`config.mk`:
```
export PLATFORM = sky130hd
export DESIGN_NAME = gpio_ports_indirect_config
export DESIGN_NICKNAME = d
export VERILOG_FILES = /design/src/hw/gpio_pkg.sv /design/src/hw/gpio_port.sv /design/src/hw/gpio_ports_indirect_config.sv
export VERILOG_INCLUDE_DIRS = /design/src /design/src/hw
export SDC_FILE = /design/constraint.sdc
export NUM_CORES = 1
export LEC_CHECK = 0
export BUFFER_PORTS_ARGS = -buffer_cell sky130_fd_sc_hd__buf_2
export CAP_MARGIN = 20
export CORE_ASPECT_RATIO = 1.1
export CORE_UTILIZATION = 54
export CTS_CLUSTER_SIZE = 40
export DETAILED_ROUTE_END_ITERATION = 8
export PLACE_DENSITY = 0.8
export SYNTH_ARGS = -nofsm -noshare
export SYNTH_HDL_FRONTEND = slang
export SYNTH_SLANG_ARGS = --single-unit
export TNS_END_PERCENT = 100
```
`constraint.sdc`:
```
create_clock -name ref_clk -period 2.6 [get_ports ref_clk]
set_clock_uncertainty 0.05 [all_clocks]
set_input_delay 0.52 -clock ref_clk [delete_from_list [all_inputs] [get_ports ref_clk]]
set_output_delay 0.52 -clock ref_clk [all_outputs]
set_load 0.02 [all_outputs]
```
`src/hw/gpio_consts.svh`:
```
// Register map, field codes, reset values and masks of the GPIO port block
`ifndef GPIO_CONSTS_SVH
`define GPIO_CONSTS_SVH

// ------------------------------------------------------------
// Register indices (byte address = index * 4)
// ------------------------------------------------------------
`define GP_ADDR_W      14
`define GP_BASE_A      12'hFD0
`define GP_BASE_B      12'hFD4
`define GP_BASE_C      12'hFD8
`define GP_OFS_INDEX   2'h0
`define GP_OFS_WINDOW  2'h1
`define GP_OFS_INPUT   2'h2
`define GP_OFS_OUTPUT  2'h3
`define GP_IRQ_STAT    12'hFE0
`define GP_IRQ_MASK    12'hFE1
`define GP_EDGE_SEL    12'hFE2

// ------------------------------------------------------------
// Sub-register select codes
// ------------------------------------------------------------
`define GP_SEL_DIR     8'h01
`define GP_SEL_ALT     8'h02
`define GP_SEL_OD      8'h03
`define GP_SEL_HDE     8'h04
`define GP_SEL_WAKE    8'h05
`define GP_SEL_PULL    8'h06

// ------------------------------------------------------------
// Reset values and implemented-pin masks
// ------------------------------------------------------------
`define GP_IDX_RST     8'h00
`define GP_DIR_RST     8'hFF
`define GP_CFG_RST     8'h00
`define GP_OUT_RST     8'h00
`define GP_IRQ_RST     24'h00_0000
`define GP_IMPL_A      8'hFF
`define GP_IMPL_B_SM   8'h03
`define GP_IMPL_C_SM   8'h01
`define GP_IMPL_B_LG   8'h1F
`define GP_IMPL_C_LG   8'h3F
`define GP_AUTO_OD_A   8'hC0
`define GP_NO_AUTO_OD  8'h00

`endif

```
`src/hw/gpio_pkg.sv`:
```
// Types shared by the GPIO port block
package gpio_pkg;

  // Per-port configuration sub-registers
  typedef struct packed {
    logic [7:0] dd;
    logic [7:0] af;
    logic [7:0] oc;
    logic [7:0] hde;
    logic [7:0] smre;
    logic [7:0] pue;
  } port_cfg_t;

  // Pin value with its output enable
  typedef struct packed {
    logic [7:0] val;
    logic [7:0] oe;
  } pin_drive_t;

endpackage

```
`src/hw/gpio_port.sv`:
```
// One GPIO port: index, configuration sub-registers, data, pin drive, input sync
`timescale 1ns/1ps
`include "gpio_consts.svh"
module gpio_port #(
  parameter logic [7:0] IMPL       = 8'hFF,
  parameter logic [7:0] AUTO_OD    = 8'h00,
  parameter bit         BOTH_EDGES = 1'b0
) (
  // Clock and reset
  input  wire logic                 ref_clk,
  input  wire logic                 sys_rst,
  // Register strobes from the bus slave
  input  wire logic                 wrIndex,
  input  wire logic                 wrWindow,
  input  wire logic                 wrOutput,
  input  wire logic [7:0]           wrData,
  input  wire logic [7:0]           edgeFall,
  output logic [7:0]                indexVal,
  output logic [7:0]                windowVal,
  output logic [7:0]                inputVal,
  output logic [7:0]                outputVal,
  output gpio_pkg::port_cfg_t       cfg,
  // Pads and peripherals
  input  wire logic [7:0]           padIn,
  output gpio_pkg::pin_drive_t      padDrive,
  input  wire gpio_pkg::pin_drive_t altDrive,
  output logic [7:0]                altIn,
  output logic [7:0]                edgeEvent
);

  logic [7:0]          idx_q, idx_d, out_q, out_d;
  logic [7:0]          s1_q, s2_q, s3_q, in_q, in_d;
  logic [7:0]          agree, value, enable, openDrain, change, polarity;
  gpio_pkg::port_cfg_t cfg_q, cfg_d;

  // Next state: each configuration bit has its own pin position
  always_comb begin
    idx_d = idx_q;
    out_d = out_q;
    cfg_d = cfg_q;
    if (wrIndex) begin
      idx_d = wrData;
    end
    if (wrOutput) begin
      out_d = wrData & IMPL;
    end
    if (wrWindow) begin
      case (idx_q)
        `GP_SEL_DIR:  cfg_d.dd   = wrData & IMPL;
        `GP_SEL_ALT:  cfg_d.af   = wrData & IMPL;
        `GP_SEL_OD:   cfg_d.oc   = wrData & IMPL;
        `GP_SEL_HDE:  cfg_d.hde  = wrData & IMPL;
        `GP_SEL_WAKE: cfg_d.smre = wrData & IMPL;
        `GP_SEL_PULL: cfg_d.pue  = wrData & IMPL;
        default:      cfg_d      = cfg_q;
      endcase
    end
    // Input changes once the second and third stages agree
    agree = ~(s2_q ^ s3_q);
    in_d  = (agree & s2_q) | (~agree & in_q);
  end

  // Registers; unimplemented pins stay zero
  always_ff @(posedge ref_clk) begin
    if (sys_rst) begin
      idx_q   <= `GP_IDX_RST;
      out_q   <= `GP_OUT_RST;
      cfg_q   <= '{dd: `GP_DIR_RST & IMPL, default: `GP_CFG_RST};
      s1_q    <= 8'h00;
      s2_q    <= 8'h00;
      s3_q    <= 8'h00;
      in_q    <= 8'h00;
    end else begin
      idx_q   <= idx_d;
      out_q   <= out_d;
      cfg_q   <= cfg_d;
      s1_q    <= padIn;
      s2_q    <= s1_q;
      s3_q    <= s2_q;
      in_q    <= in_d & IMPL;
    end
  end

  // Window read: unselected codes return zero
  always_comb begin
    case (idx_q)
      `GP_SEL_DIR:  windowVal = cfg_q.dd;
      `GP_SEL_ALT:  windowVal = cfg_q.af;
      `GP_SEL_OD:   windowVal = cfg_q.oc;
      `GP_SEL_HDE:  windowVal = cfg_q.hde;
      `GP_SEL_WAKE: windowVal = cfg_q.smre;
      `GP_SEL_PULL: windowVal = cfg_q.pue;
      default:      windowVal = 8'h00;
    endcase
  end

  // Pad drive: peripheral owns direction in alternate mode; open drain drops the high side
  assign value        = (cfg_q.af & altDrive.val) | (~cfg_q.af & out_q);
  assign enable       = (cfg_q.af & altDrive.oe) | (~cfg_q.af & ~cfg_q.dd);
  assign openDrain    = cfg_q.oc | (AUTO_OD & cfg_q.af);
  assign padDrive.val = value & IMPL;
  assign padDrive.oe  = enable & ~(openDrain & value) & IMPL;

  // Edge events from the filtered input
  assign change    = (in_d & IMPL) ^ in_q;
  assign polarity  = (edgeFall & ~in_d) | (~edgeFall & in_d);
  assign edgeEvent = BOTH_EDGES ? change : (change & polarity);

  assign indexVal  = idx_q;
  assign outputVal = out_q;
  assign inputVal  = in_q;
  assign altIn     = in_q;
  assign cfg       = cfg_q;
endmodule // gpio_port

```
`src/hw/gpio_ports_indirect_config.sv`:
```
// GPIO block of three ports with indirect configuration, Avalon-MM slave and edge interrupts
//
// Design decision made here: the Avalon-MM interface to the registers.
`timescale 1ns/1ps
`include "gpio_consts.svh"

// Overview of operation
// - Up to nineteen I/O pins across ports A, B and C.
// - Every pin configures on its own bit in each sub-register.
// - Pin widths per variant: small A8 B2 C1, large A8 B5 C6.
// - Alternate-function pins take direction from their peripheral.
// - A: timers, UART, I2C; B: analog inputs 0-4; C: timer 1 and SPI.
// - Port A bits 6 and 7 are open drain in alternate mode.
// - Port A and C pins request interrupts on the selected edge, port B pins on both edges.
// - Each port has index, window, input and output registers.
// - Window accesses reach the sub-register chosen by the index.
// - Codes 01H to 06H select direction, alternate, drain, drive, wake, pull-up.
// - Index 00H and 07H to FFH select nothing; reset is 00H.
// - Index registers at FD0H, FD4H, FD8H, read/write, reset 00H.
// - Window registers at FD1H, FD5H, FD9H, read/write, routed by index.
// - Direction 0 drives output value; 1 tri-states and samples; resets 1.
// - Alternate bit 1 hands pin to peripheral; resets 0.
// - Drain bit 1 removes high drive, also in alternate mode; resets 0.
module gpio_ports_indirect_config #(
  parameter bit LARGE = 1'b1
) (
  // Clock and reset
  input  wire logic                      ref_clk,
  input  wire logic                      sys_rst,
  // Avalon-MM slave
  input  wire logic [`GP_ADDR_W-1:0]     address,
  input  wire logic                      read,
  input  wire logic                      write,
  input  wire logic [31:0]               writedata,
  input  wire logic [3:0]                byteenable,
  output logic [31:0]                    readdata,
  output logic                           waitrequest,
  // Interrupt
  output logic                           irq,
  // Pads, index 0 = port A, 1 = B, 2 = C
  input  wire logic [2:0][7:0]           padIn,
  output gpio_pkg::pin_drive_t [2:0]     padDrive,
  output gpio_pkg::port_cfg_t [2:0]      portCfg,
  // Peripheral side of alternate functions
  input  wire gpio_pkg::pin_drive_t [2:0] altDrive,
  output logic [2:0][7:0]                altIn
);

  // ------------------------------------------------------------
  // Port shape
  // ------------------------------------------------------------
  // Alternate mapping by pin: A0/A1 timer 0 in/out, A2 UART driver enable,
  // A3 clear to send, A4 receive, A5 transmit, A6/A7 I2C clock/data;
  // B0..B4 analog inputs 0..4; C0/C1 timer 1 in/out, C2..C5 SPI
  localparam logic [2:0][7:0]  IMPL_MASK = LARGE ? {`GP_IMPL_C_LG, `GP_IMPL_B_LG, `GP_IMPL_A}
                                                 : {`GP_IMPL_C_SM, `GP_IMPL_B_SM, `GP_IMPL_A};
  localparam logic [2:0][7:0]  AUTO_OD   = {`GP_NO_AUTO_OD, `GP_NO_AUTO_OD, `GP_AUTO_OD_A};
  localparam logic [2:0][11:0] PORT_BASE = {`GP_BASE_C, `GP_BASE_B, `GP_BASE_A};

  logic [11:0]      regIdx;
  logic             wrEn;
  logic [2:0]       wrIndex, wrWindow, wrOutput;
  logic [2:0][7:0]  indexVal, windowVal, inputVal, outputVal, edgeEvent;
  logic [23:0]      events, clearBits, stat_q, stat_d, mask_q, mask_d, edge_q, edge_d;
  logic             ack_q, ack_d;
  logic [31:0]      rd_q, rd_d;

  // ------------------------------------------------------------
  // Bus handshake
  // ------------------------------------------------------------
  // One wait state: the request is seen, the answer is registered, then released
  assign regIdx      = address[`GP_ADDR_W-1:2];
  assign waitrequest = (read | write) & ~ack_q;
  assign wrEn        = write & ack_q;
  assign readdata    = rd_q;

  // ------------------------------------------------------------
  // Ports
  // ------------------------------------------------------------
  for (genvar p = 0; p < 3; p++) begin : g_port
    logic hit;
    assign hit         = regIdx[11:2] == PORT_BASE[p][11:2];
    assign wrIndex[p]  = wrEn & byteenable[0] & hit & (regIdx[1:0] == `GP_OFS_INDEX);
    assign wrWindow[p] = wrEn & byteenable[0] & hit & (regIdx[1:0] == `GP_OFS_WINDOW);
    assign wrOutput[p] = wrEn & byteenable[0] & hit & (regIdx[1:0] == `GP_OFS_OUTPUT);

    gpio_port #(
      .IMPL       (IMPL_MASK[p]),
      .AUTO_OD    (AUTO_OD[p]),
      .BOTH_EDGES (p == 1)
    ) u_port (
      .ref_clk    (ref_clk),
      .sys_rst    (sys_rst),
      .wrIndex    (wrIndex[p]),
      .wrWindow   (wrWindow[p]),
      .wrOutput   (wrOutput[p]),
      .wrData     (writedata[7:0]),
      .edgeFall   (edge_q[8*p +: 8]),
      .indexVal   (indexVal[p]),
      .windowVal  (windowVal[p]),
      .inputVal   (inputVal[p]),
      .outputVal  (outputVal[p]),
      .cfg        (portCfg[p]),
      .padIn      (padIn[p]),
      .padDrive   (padDrive[p]),
      .altDrive   (altDrive[p]),
      .altIn      (altIn[p]),
      .edgeEvent  (edgeEvent[p])
    );
  end

  // ------------------------------------------------------------
  // Interrupt and edge-select registers
  // ------------------------------------------------------------
  assign events = {edgeEvent[2], edgeEvent[1], edgeEvent[0]};

  // Write-one-to-clear; a new event in the same cycle keeps its bit
  always_comb begin
    clearBits = 24'h00_0000;
    mask_d    = mask_q;
    edge_d    = edge_q;
    for (int b = 0; b < 3; b++) begin
      if (wrEn && byteenable[b] && regIdx == `GP_IRQ_STAT) begin
        clearBits[8*b +: 8] = writedata[8*b +: 8];
      end
      if (wrEn && byteenable[b] && regIdx == `GP_IRQ_MASK) begin
        mask_d[8*b +: 8] = writedata[8*b +: 8];
      end
      if (wrEn && byteenable[b] && regIdx == `GP_EDGE_SEL) begin
        edge_d[8*b +: 8] = writedata[8*b +: 8];
      end
    end
    stat_d = (stat_q & ~clearBits) | events;
  end

  // ------------------------------------------------------------
  // Read data
  // ------------------------------------------------------------
  // Unmapped words read zero and ignore writes, but still answer
  always_comb begin
    rd_d = 32'h0000_0000;
    for (int p = 0; p < 3; p++) begin
      if (regIdx[11:2] == PORT_BASE[p][11:2]) begin
        unique case (regIdx[1:0])
          `GP_OFS_INDEX:  rd_d[7:0] = indexVal[p];
          `GP_OFS_WINDOW: rd_d[7:0] = windowVal[p];
          `GP_OFS_INPUT:  rd_d[7:0] = inputVal[p];
          `GP_OFS_OUTPUT: rd_d[7:0] = outputVal[p];
        endcase
      end
    end
    if (regIdx == `GP_IRQ_STAT) begin
      rd_d[23:0] = stat_q;
    end
    if (regIdx == `GP_IRQ_MASK) begin
      rd_d[23:0] = mask_q;
    end
    if (regIdx == `GP_EDGE_SEL) begin
      rd_d[23:0] = edge_q;
    end
    ack_d = (read | write) & ~ack_q;
  end

  // Register everything; read data is captured during the wait state
  always_ff @(posedge ref_clk) begin
    if (sys_rst) begin
      ack_q  <= 1'b0;
      rd_q   <= 32'h0000_0000;
      stat_q <= `GP_IRQ_RST;
      mask_q <= `GP_IRQ_RST;
      edge_q <= `GP_IRQ_RST;
    end else begin
      ack_q  <= ack_d;
      stat_q <= stat_d;
      mask_q <= mask_d;
      edge_q <= edge_d;
      if (read && !ack_q) begin
        rd_q <= rd_d;
      end
    end
  end

  // Level interrupt while any unmasked status bit is set
  assign irq = |(stat_q & mask_q);
endmodule // gpio_ports_indirect_config

```
==> out/metrics.cfg, run 1 <==
[cells_and_area]
drive_above_1_share_pct = 24.1
fin_util_pct = 66.6
area_delta_synth_final_pct = 20.1
final_common_cell = dfxtp_1
stdcell_count = 2488
final_cell_mix = 330 x dfxtp_1, 295 x buf_2, 217 x nand2_1, 205 x a21oi_1, 185 x nor2_1
antennaDiodeCount = 0
nets = 2228

[clocking]
tritoncts = yes
cts_buffers = 35
cts.sinks = 330
cts-root-buf = clkbuf_16
cts_buffer_depth = 3
h-tree-depth = 2
clk_pin_slew_worst_paths_ns = 0.06
post_cts_buffers = 0
cts_hold_buf = 0
insertion_delay_ns = 0.51
cts-resized-gates = 0

[placed_design]
place_inst = 2428
hpwlAfterDp_mm = 35.0
place_congestion = 0.941
pre_cts_ws_ns = -0.102
port_buffers = 296

[die]
row_count = 64
coreArea_mm2 = 0.0280
die_h_um = 180
die_w_um = 164
io-pin-count = 376
dieArea_mm2 = 0.0295
initial_core_util_pct = 55.5

[sta]
rsz0062_at_grt = no
setup_viol = 0
fin_setup_tns_ns = 0
whs_ns = 0.170
hold_viol = 0
fmax_mhz = 418
relSlewSlack_pct = 47.9
finalMaxSlewViolations = 0
finalCriticalPeriod_ns = 2.39
tightest_slew_ns = 0.780
min_period_over_period_pct = 92.1
setup_ws_ns = 0.207

[detailed_routing]
routed_wire_length_per_instance_um = 20.0
drtPass1Iterations = 5
ant_nets = 0
vias_per_cell = 5.96
drt_iter0_markers = 1587
routed_wl_mm = 49.8
vias = 14800
drc = 0

[outcome]
run_status = finished clean

[power]
internal_power_uw = 8400
p_sw_share_pct = 22.6
power.density_mw_per_mm2 = 581
pwr-share-comb_pct = 5.3
p_switching_uw = 2450
clkPwrFrac_pct = 47.4
seq_power_share_pct = 47.2
leakage_uw = 0.00756
ir_drop_v = 0.000445

[grt]
first_global_vias = 14000
grtUsageMet1_pct = 40.6
grt_pass1_wl_mm = 75.9
grt.overflow.total = 0
grtUsageTotal_pct = 32.6
grt_max_degree = 127
antenna_found_initial = 1
groute.layer.met3.usage_pct = 5.12
met2_usage_pct = 54.7
busiest_layer = met2

[worst_setup_path]
worstPathArrival_ns = 1.82
startpoint_type = flop
worst_ep_required_time_ns = 2.03
rr_worst_depth = 7
critPathKind = flop to output pin
crit_path_end_kind = output pin
cp_max_fo = 3
r2r_slack_ns = 0.27

[synth]
synth_xor_area_share_pct = 0
synth_area_leader_cell = dfxtp_1
synthFlopType = dfxtp_1
yosys.area_share.simple_pct = 21.7
synth-edff-count = 0
synth-seq-cells = 330
post_synth_mux_area_share_pct = 13.0
avgSynthCellArea_um2 = 8.55
ys_warn_count = 0
ys_types = 83
netlist_instances = 1818
synth_top_family_by_area = simple AND/OR/NAND/NOR gates
async_flop_share_pct = 0
synthTopCellsByArea = dfxtp_1 43%, mux2i_1 9.3%, a21oi_1 6.6%
syn-cell-area_mm2 = 0.0155
synthDominantCellAreaShare_pct = 42.5
synth_fa_ha_area_share_pct = 0
ys_seq_area_share_pct = 42.5
synth_compound_area_share_pct = 16.2

[min_path]
hold_depth = 2
hp-class = input pin to flop

[run]
maxCapViolations = 0

[worst max-delay path, stage by stage, from the launching register on]
cell	delay, ns
dfxtp_1	0.33
a22o_1	0.24
a221oi_1	0.20
nand3_1	0.11
nor2_1	0.11
nand4_1	0.12
buf_2	0.20
[cell type report]
cell class,count,area (um^2)
fillers,2342,9360
flip-flops and latches,330,6610
inverters,21,78.8
multi-input cells,1337,8130
well taps,363,454
repair buffers,377,2210
clock inverters,8,126
clock buffers,52,1060
[logic make-up after synthesis]
kind of cell,count (synthesis)
AND/OR/NAND/NOR,672
AO/OA/AOI/OAI,419
flip-flops,330
buffers and inverters,203
multiplexers,193
other,1
[power groups by stage]
| stage | Sequential (uW) | Combinational (uW) | Clock, uW |
|---|---|---|---|
| finish | 5120 | 577 | 5140 |
| global route | 5130 | 610 | 5400 |
| CTS | 5120 | 563 | 5190 |
| detailed placement | 5240 | 559 | 0 |
| global placement | 5230 | 553 | 0 |
| floorplan | 5230 | 400 | 0 |
[layer usage]
metal	part of all wire [%]	up-vias
met5	0.024	-
met1	39	7012
met4	4.5	2
met2	48	840
li1	-	6845
met3	8.4	137
[cell usage after synthesis (all sizes together) (7+ instances only)]
library cell and number:
o221ai 8, nor4 8, clkbuf 98, nand2b 19, nand2 217, o21ai 73
o22ai 18, a211o 22, mux2 46, nor2b 84, inv 21, nor3 14
a22oi 16, a21oi 205, mux2i 145, dfxtp 330, nor2 189, a221oi 9
buf 84, nand3 69, a211oi 14, a31oi 8, o211ai 7, nor4bb 26
[stage by stage]
step           instance area [um^2]  power, uW
5_1_grt                       18700      11100
3_5_place_dp                  17500       5800
3_3_place_gp                  17500       5790
2_1_floorplan                 15700       5630
6_report                      18700      10800
4_1_cts                       18700      10900
[sequential cells by signal, summed over array words and instances, names as in the netlist]
signal / cells
g_port.u_port.openDrain: 11
mask_q: 24
g_port.u_port.cfg: 103
stat_q: 24
g_port.u_port.s1_q: 19
g_port.u_port.indexVal: 24
edge_q: 24
g_port.u_port.outputVal: 19
g_port.u_port.s2_q: 19
g_port.u_port.s3_q: 19
g_port.u_port.altIn: 19
readdata: 24
ack_q: 1
[worst paths after layout]
check / start / endpoint
max: stat_q[16] / irq
min: padIn[9] / g_port[1].u_port.s1_q[1]
max reg2reg: ack_q / g_port[0].u_port.cfg[30]
min reg2reg: g_port[0].u_port.s1_q[4] / g_port[0].u_port.s2_q[4]
Power figures use the tool's default switching activity.
==> run 2, diff against run 1 <==
CAP_MARGIN = not set   (was 20)
CORE_ASPECT_RATIO = 1.25   (was 1.1)
==> run 2 against run 1 <==
Effect of this change:
- flip-flop and latch count did not move
- clock-buffer cell count fell by 7
- cell area rose by 0.13%
- critical path depth did not move
- global-route usage fell by 0.29 points
- via count rose by 0.16%
- maximum frequency fell by 0.66%
- register-to-register slack barely moved
- critical endpoint unchanged
- largest power group unchanged
==> out/metrics.cfg, run 2 (synthesis results as in run 1) <==
[power]
clkPwrFrac_pct = 48.2  ; +0.8 points
power.density_mw_per_mm2 = 589  ; +1.3%
internal_power_uw = 8460  ; +0.72%
p_sw_share_pct = 23.1  ; +0.55 points
ir_drop_v = 0.000482  ; +8.5%
p_switching_uw = 2540  ; +3.9%
pwr-share-comb_pct = 5.2  ; about the same
leakage_uw = 0.00756  ; about the same
seq_power_share_pct = 46.6  ; -0.6 points

[detailed_routing]
drtPass1Iterations = 6  ; +1
vias = 14900  ; +0.16%
routed_wire_length_per_instance_um = 19.9  ; -0.26%
ant_nets = 0  ; unchanged
vias_per_cell = 5.98  ; +0.28%
drt_iter0_markers = 1361  ; -14%
routed_wl_mm = 49.6  ; -0.38%
drc = 0  ; unchanged

[die]
die_w_um = 154  ; -6.1%
dieArea_mm2 = 0.0295  ; about the same
initial_core_util_pct = 54.7  ; -0.74 points
coreArea_mm2 = 0.0284  ; +1.3%
die_h_um = 192  ; +6.5%
row_count = 69  ; +7.8%
io-pin-count = 376  ; unchanged

[sta]
setup_viol = 0  ; unchanged
min_period_over_period_pct = 92.7  ; +0.61 points
fmax_mhz = 415  ; -0.66%
relSlewSlack_pct = 52.4  ; +4.4 points
finalCriticalPeriod_ns = 2.41  ; +0.0158 ns
tightest_slew_ns = 0.713  ; -0.0670 ns
fin_setup_tns_ns = 0  ; unchanged
finalMaxSlewViolations = 0  ; unchanged
hold_viol = 0  ; unchanged
rsz0062_at_grt = no

[cells_and_area]
postLayoutCellArea_mm2 = 0.0187  ; +0.13%
largest_reg_flops = 103  ; unchanged
nets = 2230  ; +0.090%
final_common_cell = dfxtp_1
area_delta_synth_final_pct = 20.3
drive_above_1_share_pct = 24.2  ; +0.060 points
final_cell_mix = 330 x dfxtp_1, 295 x buf_2, 217 x nand2_1, 205 x a21oi_1, 185 x nor2_1

[clocking]
insertion_delay_ns = 0.55  ; +0.04 ns
h-tree-depth = 2  ; unchanged
cts_buffer_depth = 3  ; unchanged
cts-root-buf = clkbuf_16
clk_pin_slew_worst_paths_ns = 0.06  ; about the same
cts_hold_buf = 0  ; unchanged
tritoncts = yes
post_cts_buffers = 0  ; unchanged
cts_buffers = 35  ; unchanged
cts-resized-gates = 0  ; unchanged
cts.sinks = 330  ; unchanged

[worst_setup_path]
cp_max_fo = 3  ; unchanged
crit_buf_inv = 1  ; unchanged
critPathKind = flop to output pin
worst_ep_required_time_ns = 2.03  ; about the same
rr_worst_depth = 7  ; unchanged
cp.depth = 6  ; unchanged
slowest_delay_ns = 0.32  ; about the same
critPathTopFamily = compound AO/OA/AOI/OAI gates
r2r_slack_ns = 0.26  ; about the same
startpoint_type = flop
worstPathArrival_ns = 1.84  ; +0.02 ns
crit_path_end_kind = output pin
cp_slowest_cell = dfxtp_1
path_cells = a22o_1, a221oi_1, nand3_1, nor2_1, nand4_1, buf_2

[min_path]
hp-class = input pin to flop
hold_depth = 2  ; unchanged

[run]
maxCapViolations = 0  ; unchanged

[placed_design]
place_congestion = 0.970  ; +3.1%
port_buffers = 296  ; unchanged
hpwlAfterDp_mm = 35.6  ; +1.8%
postPlaceCellArea_mm2 = 0.0175  ; about the same

[outcome]
run_status = finished clean

[grt]
grt_pass1_wl_mm = 74.7  ; -1.6%
grt.overflow.total = 0  ; unchanged
grt_max_degree = 126  ; -0.79%
antenna_found_initial = 1  ; unchanged
first_global_vias = 13700  ; -2.1%
grtUsageTotal_pct = 32.4  ; -0.29 points

[run 2: final cells by class]
cell class	instances	area, um^2
timing repair buffer	379	2230
tap	355	444
sequential	330	6610
fill	2344	9710
clock inverter	16	259
clock buffer	45	945
antenna	2	5.00
inverter	21	78.8
multi-input combinational	1337	8130
[run 2: per-layer routing]
layer	track usage [%]	part of all wire (%)	up-vias
li1	-	-	6870
met1	38.1	38	7064
met2	55.5	48	775
met3	6.32	8.8	151
met4	17.5	5.1	0
met5	0	0	-
[run 2: worst paths after layout]
check                                 from                  endpoint
setup reg to reg                     ack_q   g_port[0].u_port.cfg[1]
setup / recovery                stat_q[16]                       irq
hold reg to reg   g_port[2].u_port.s1_q[4]  g_port[2].u_port.s2_q[4]
hold / removal                    padIn[1]  g_port[0].u_port.s1_q[1]
[run 2: power groups by stage]
stage | clock network, uW | registers (uW) | logic [uW]
after floorplan | 0 | 5230 | 400
after detailed placement | 0 | 5240 | 559
final | 5300 | 5120 | 577
after global routing | 5540 | 5130 | 609
after CTS | 5310 | 5120 | 562
after global placement | 0 | 5230 | 552
[run 2: stage by stage]
step	utilization, %	setup slack [ns]	instances	total power [uW]	hold WS, ns
detailed placement	61.6	0.00821	2422	5800	0.379
CTS	65.8	0.192	2483	11000	0.133
finish	65.8	0.191	2485	11000	0.134
global route	65.8	0.0765	2483	11300	0.143
floorplan	-	0.263	1870	5630	0.364
global placement	61.6	0.0405	2422	5790	0.373
[run 2: worst reg2reg max path: cells and delay by family, from the launching register on]
kind | cells | cell delay [ns]
buf+inv | 1 | 0.18
flops | 1 | 0.42
mux | 1 | 0.28
simple gates | 5 | 1.30
==> run 3, diff against run 2 <==
CORE_UTILIZATION = 45   (was 54)
PLACE_DENSITY = 0.69   (was 0.8)
==> run 3 against run 2 <==
Effect of this change:
- combinational power down 0.7%
- highest routed layer is now met5
- cell area fell by 0.22%
- core utilization is 11 points lower
==> out/metrics.cfg, run 3 (synthesis results as in run 1) <==
[worst_setup_path]
worstPathArrival_ns = 1.88  ; +0.04 ns
cp_slowest_cell = dfxtp_1
critPathKind = flop to output pin
cp_max_fo = 3  ; unchanged
path_cells = a22o_1, a221oi_1, nand3_1, nor2_1, nand4_1, buf_2
startpoint_type = flop
crit_path_end_kind = output pin
slowest_delay_ns = 0.32  ; about the same
worst_ep_required_time_ns = 2.03  ; about the same

[die]
dieArea_mm2 = 0.0353  ; +20%
die_w_um = 168  ; +9.4%
initial_core_util_pct = 46.0  ; -8.7 points
coreArea_mm2 = 0.0338  ; +19%
io-pin-count = 376  ; unchanged
die_h_um = 210  ; +9.4%
row_count = 75  ; +8.7%

[detailed_routing]
vias_per_cell = 5.71  ; -4.6%
drc = 0  ; unchanged
routed_wire_length_per_instance_um = 19.9  ; -0.37%
routed_wl_mm = 50.5  ; +2.0%
ant_nets = 0  ; unchanged
drt_iter0_markers = 1442  ; +6.0%
drtPass1Iterations = 6  ; unchanged
vias = 14500  ; -2.3%

[clocking]
cts_buffers = 36  ; +2.9%
clk_pin_slew_worst_paths_ns = 0.06  ; about the same
tritoncts = yes
cts_buffer_depth = 3  ; unchanged
h-tree-depth = 2  ; unchanged
post_cts_buffers = 0  ; unchanged
cts-resized-gates = 0  ; unchanged
cts_hold_buf = 0  ; unchanged
cts.sinks = 330  ; unchanged
cts-root-buf = clkbuf_16
insertion_delay_ns = 0.52  ; -0.03 ns

[power]
leakage_uw = 0.00751  ; -0.78%
ir_drop_v = 0.000387  ; -20%
power.density_mw_per_mm2 = 568  ; -3.4%

[sta]
fin_setup_tns_ns = 0  ; unchanged
fmax_mhz = 408  ; -1.7%
tightest_slew_ns = 0.691  ; -0.0221 ns
relSlewSlack_pct = 54.0  ; +1.6 points
finalCriticalPeriod_ns = 2.45  ; +0.0423 ns
rsz0062_at_grt = no
finalMaxSlewViolations = 0  ; unchanged
setup_viol = 0  ; unchanged
hold_viol = 0  ; unchanged
min_period_over_period_pct = 94.3  ; +1.6 points

[cells_and_area]
stdcell_count = 2543  ; +2.3%
area_delta_synth_final_pct = 20.0
nFillCells = 3174  ; +35%
nets = 2222  ; -0.36%
final_cell_mix = 330 x dfxtp_1, 295 x buf_2, 217 x nand2_1, 205 x a21oi_1, 185 x nor2_1
seqCellArea_mm2 = 0.00661  ; unchanged
final_common_cell = dfxtp_1
drive_above_1_share_pct = 23.8  ; -0.38 points
multi_input_area_mm2 = 0.00813  ; unchanged
fin_util_pct = 55.2  ; -11 points
largest_reg_flops = 103  ; unchanged
antennaDiodeCount = 0  ; -2

[grt]
first_global_vias = 13800  ; +0.66%
grt.overflow.total = 0  ; unchanged
grt_pass1_wl_mm = 77.3  ; +3.5%
grtUsageTotal_pct = 27.9  ; -4.4 points
antenna_found_initial = 1  ; unchanged
grt_max_degree = 111  ; -12%

[placed_design]
place_inst = 2481  ; +2.4%
place_congestion = 0.928  ; -4.3%
port_buffers = 296  ; unchanged
hpwlAfterDp_mm = 36.3  ; +2.0%

[run]
maxCapViolations = 0  ; unchanged

[min_path]
hp-class = input pin to flop

[outcome]
run_status = finished clean

## run 3: area by class of cell
type,instances,share of cell area [%]
multi-input combinational,1337,43.6
sequential,330,35.4
timing repair buffer,370,11.7
clock buffer,53,5.61
tap,423,2.84
clock inverter,9,0.423
inverter,21,0.423
## run 3: worst paths after layout
check | start | end | slack (ns) | cells past startpoint
setup / recovery | stat_q[16] | irq | 0.15 | 6
hold / removal | padIn[6] | g_port[0].u_port.s1_q[6] | 0.16 | 2
setup reg to reg | g_port[2].u_port.indexVal[0] | readdata[1] | 0.22 | 6
hold reg to reg | g_port[1].u_port.s1_q[1] | g_port[1].u_port.s2_q[1] | 0.38 | 1
## run 3: per-layer routing
metal / vias up / track usage [%] / part of all wire [%]
met2: 662 / 47.2 / 48
met5: - / 0 / 0.016
met1: 6896 / 34.7 / 40
li1: 6826 / - / -
met4: 2 / 13.3 / 4.6
met3: 128 / 4.41 / 7.4
## run 3: worst max-delay path: cells and delay by family, from the launching register on
family / cells / cell delay [ns]
AOI/OAI and AO/OA: 2 / 0.48
buffers and inverters: 1 / 0.21
DFF: 1 / 0.32
and+or+nand+nor: 3 / 0.37
## run 3: through the flow
stage                     power, uW  hold slack (ns)  area (um^2)  setup slack, ns
after floorplan                5630            0.364        15700            0.263
after global placement         5790            0.376        17500           0.0496
after detailed placement       5800            0.378        17500           0.0112
after CTS                     10700            0.156        18700            0.151
after global routing          10900            0.166        18700           0.0704
final                         10600            0.162        18700            0.148
## run 3: report_power, final
| part | switching [uW] | total (uW) | internal (uW) |
|---|---|---|---|
| Combinational | 402 | 573 | 172 |
| Clock | 2020 | 4900 | 2890 |
| Sequential | 29.9 | 5130 | 5100 |
| Total | 2450 | 10600 | 8160 |
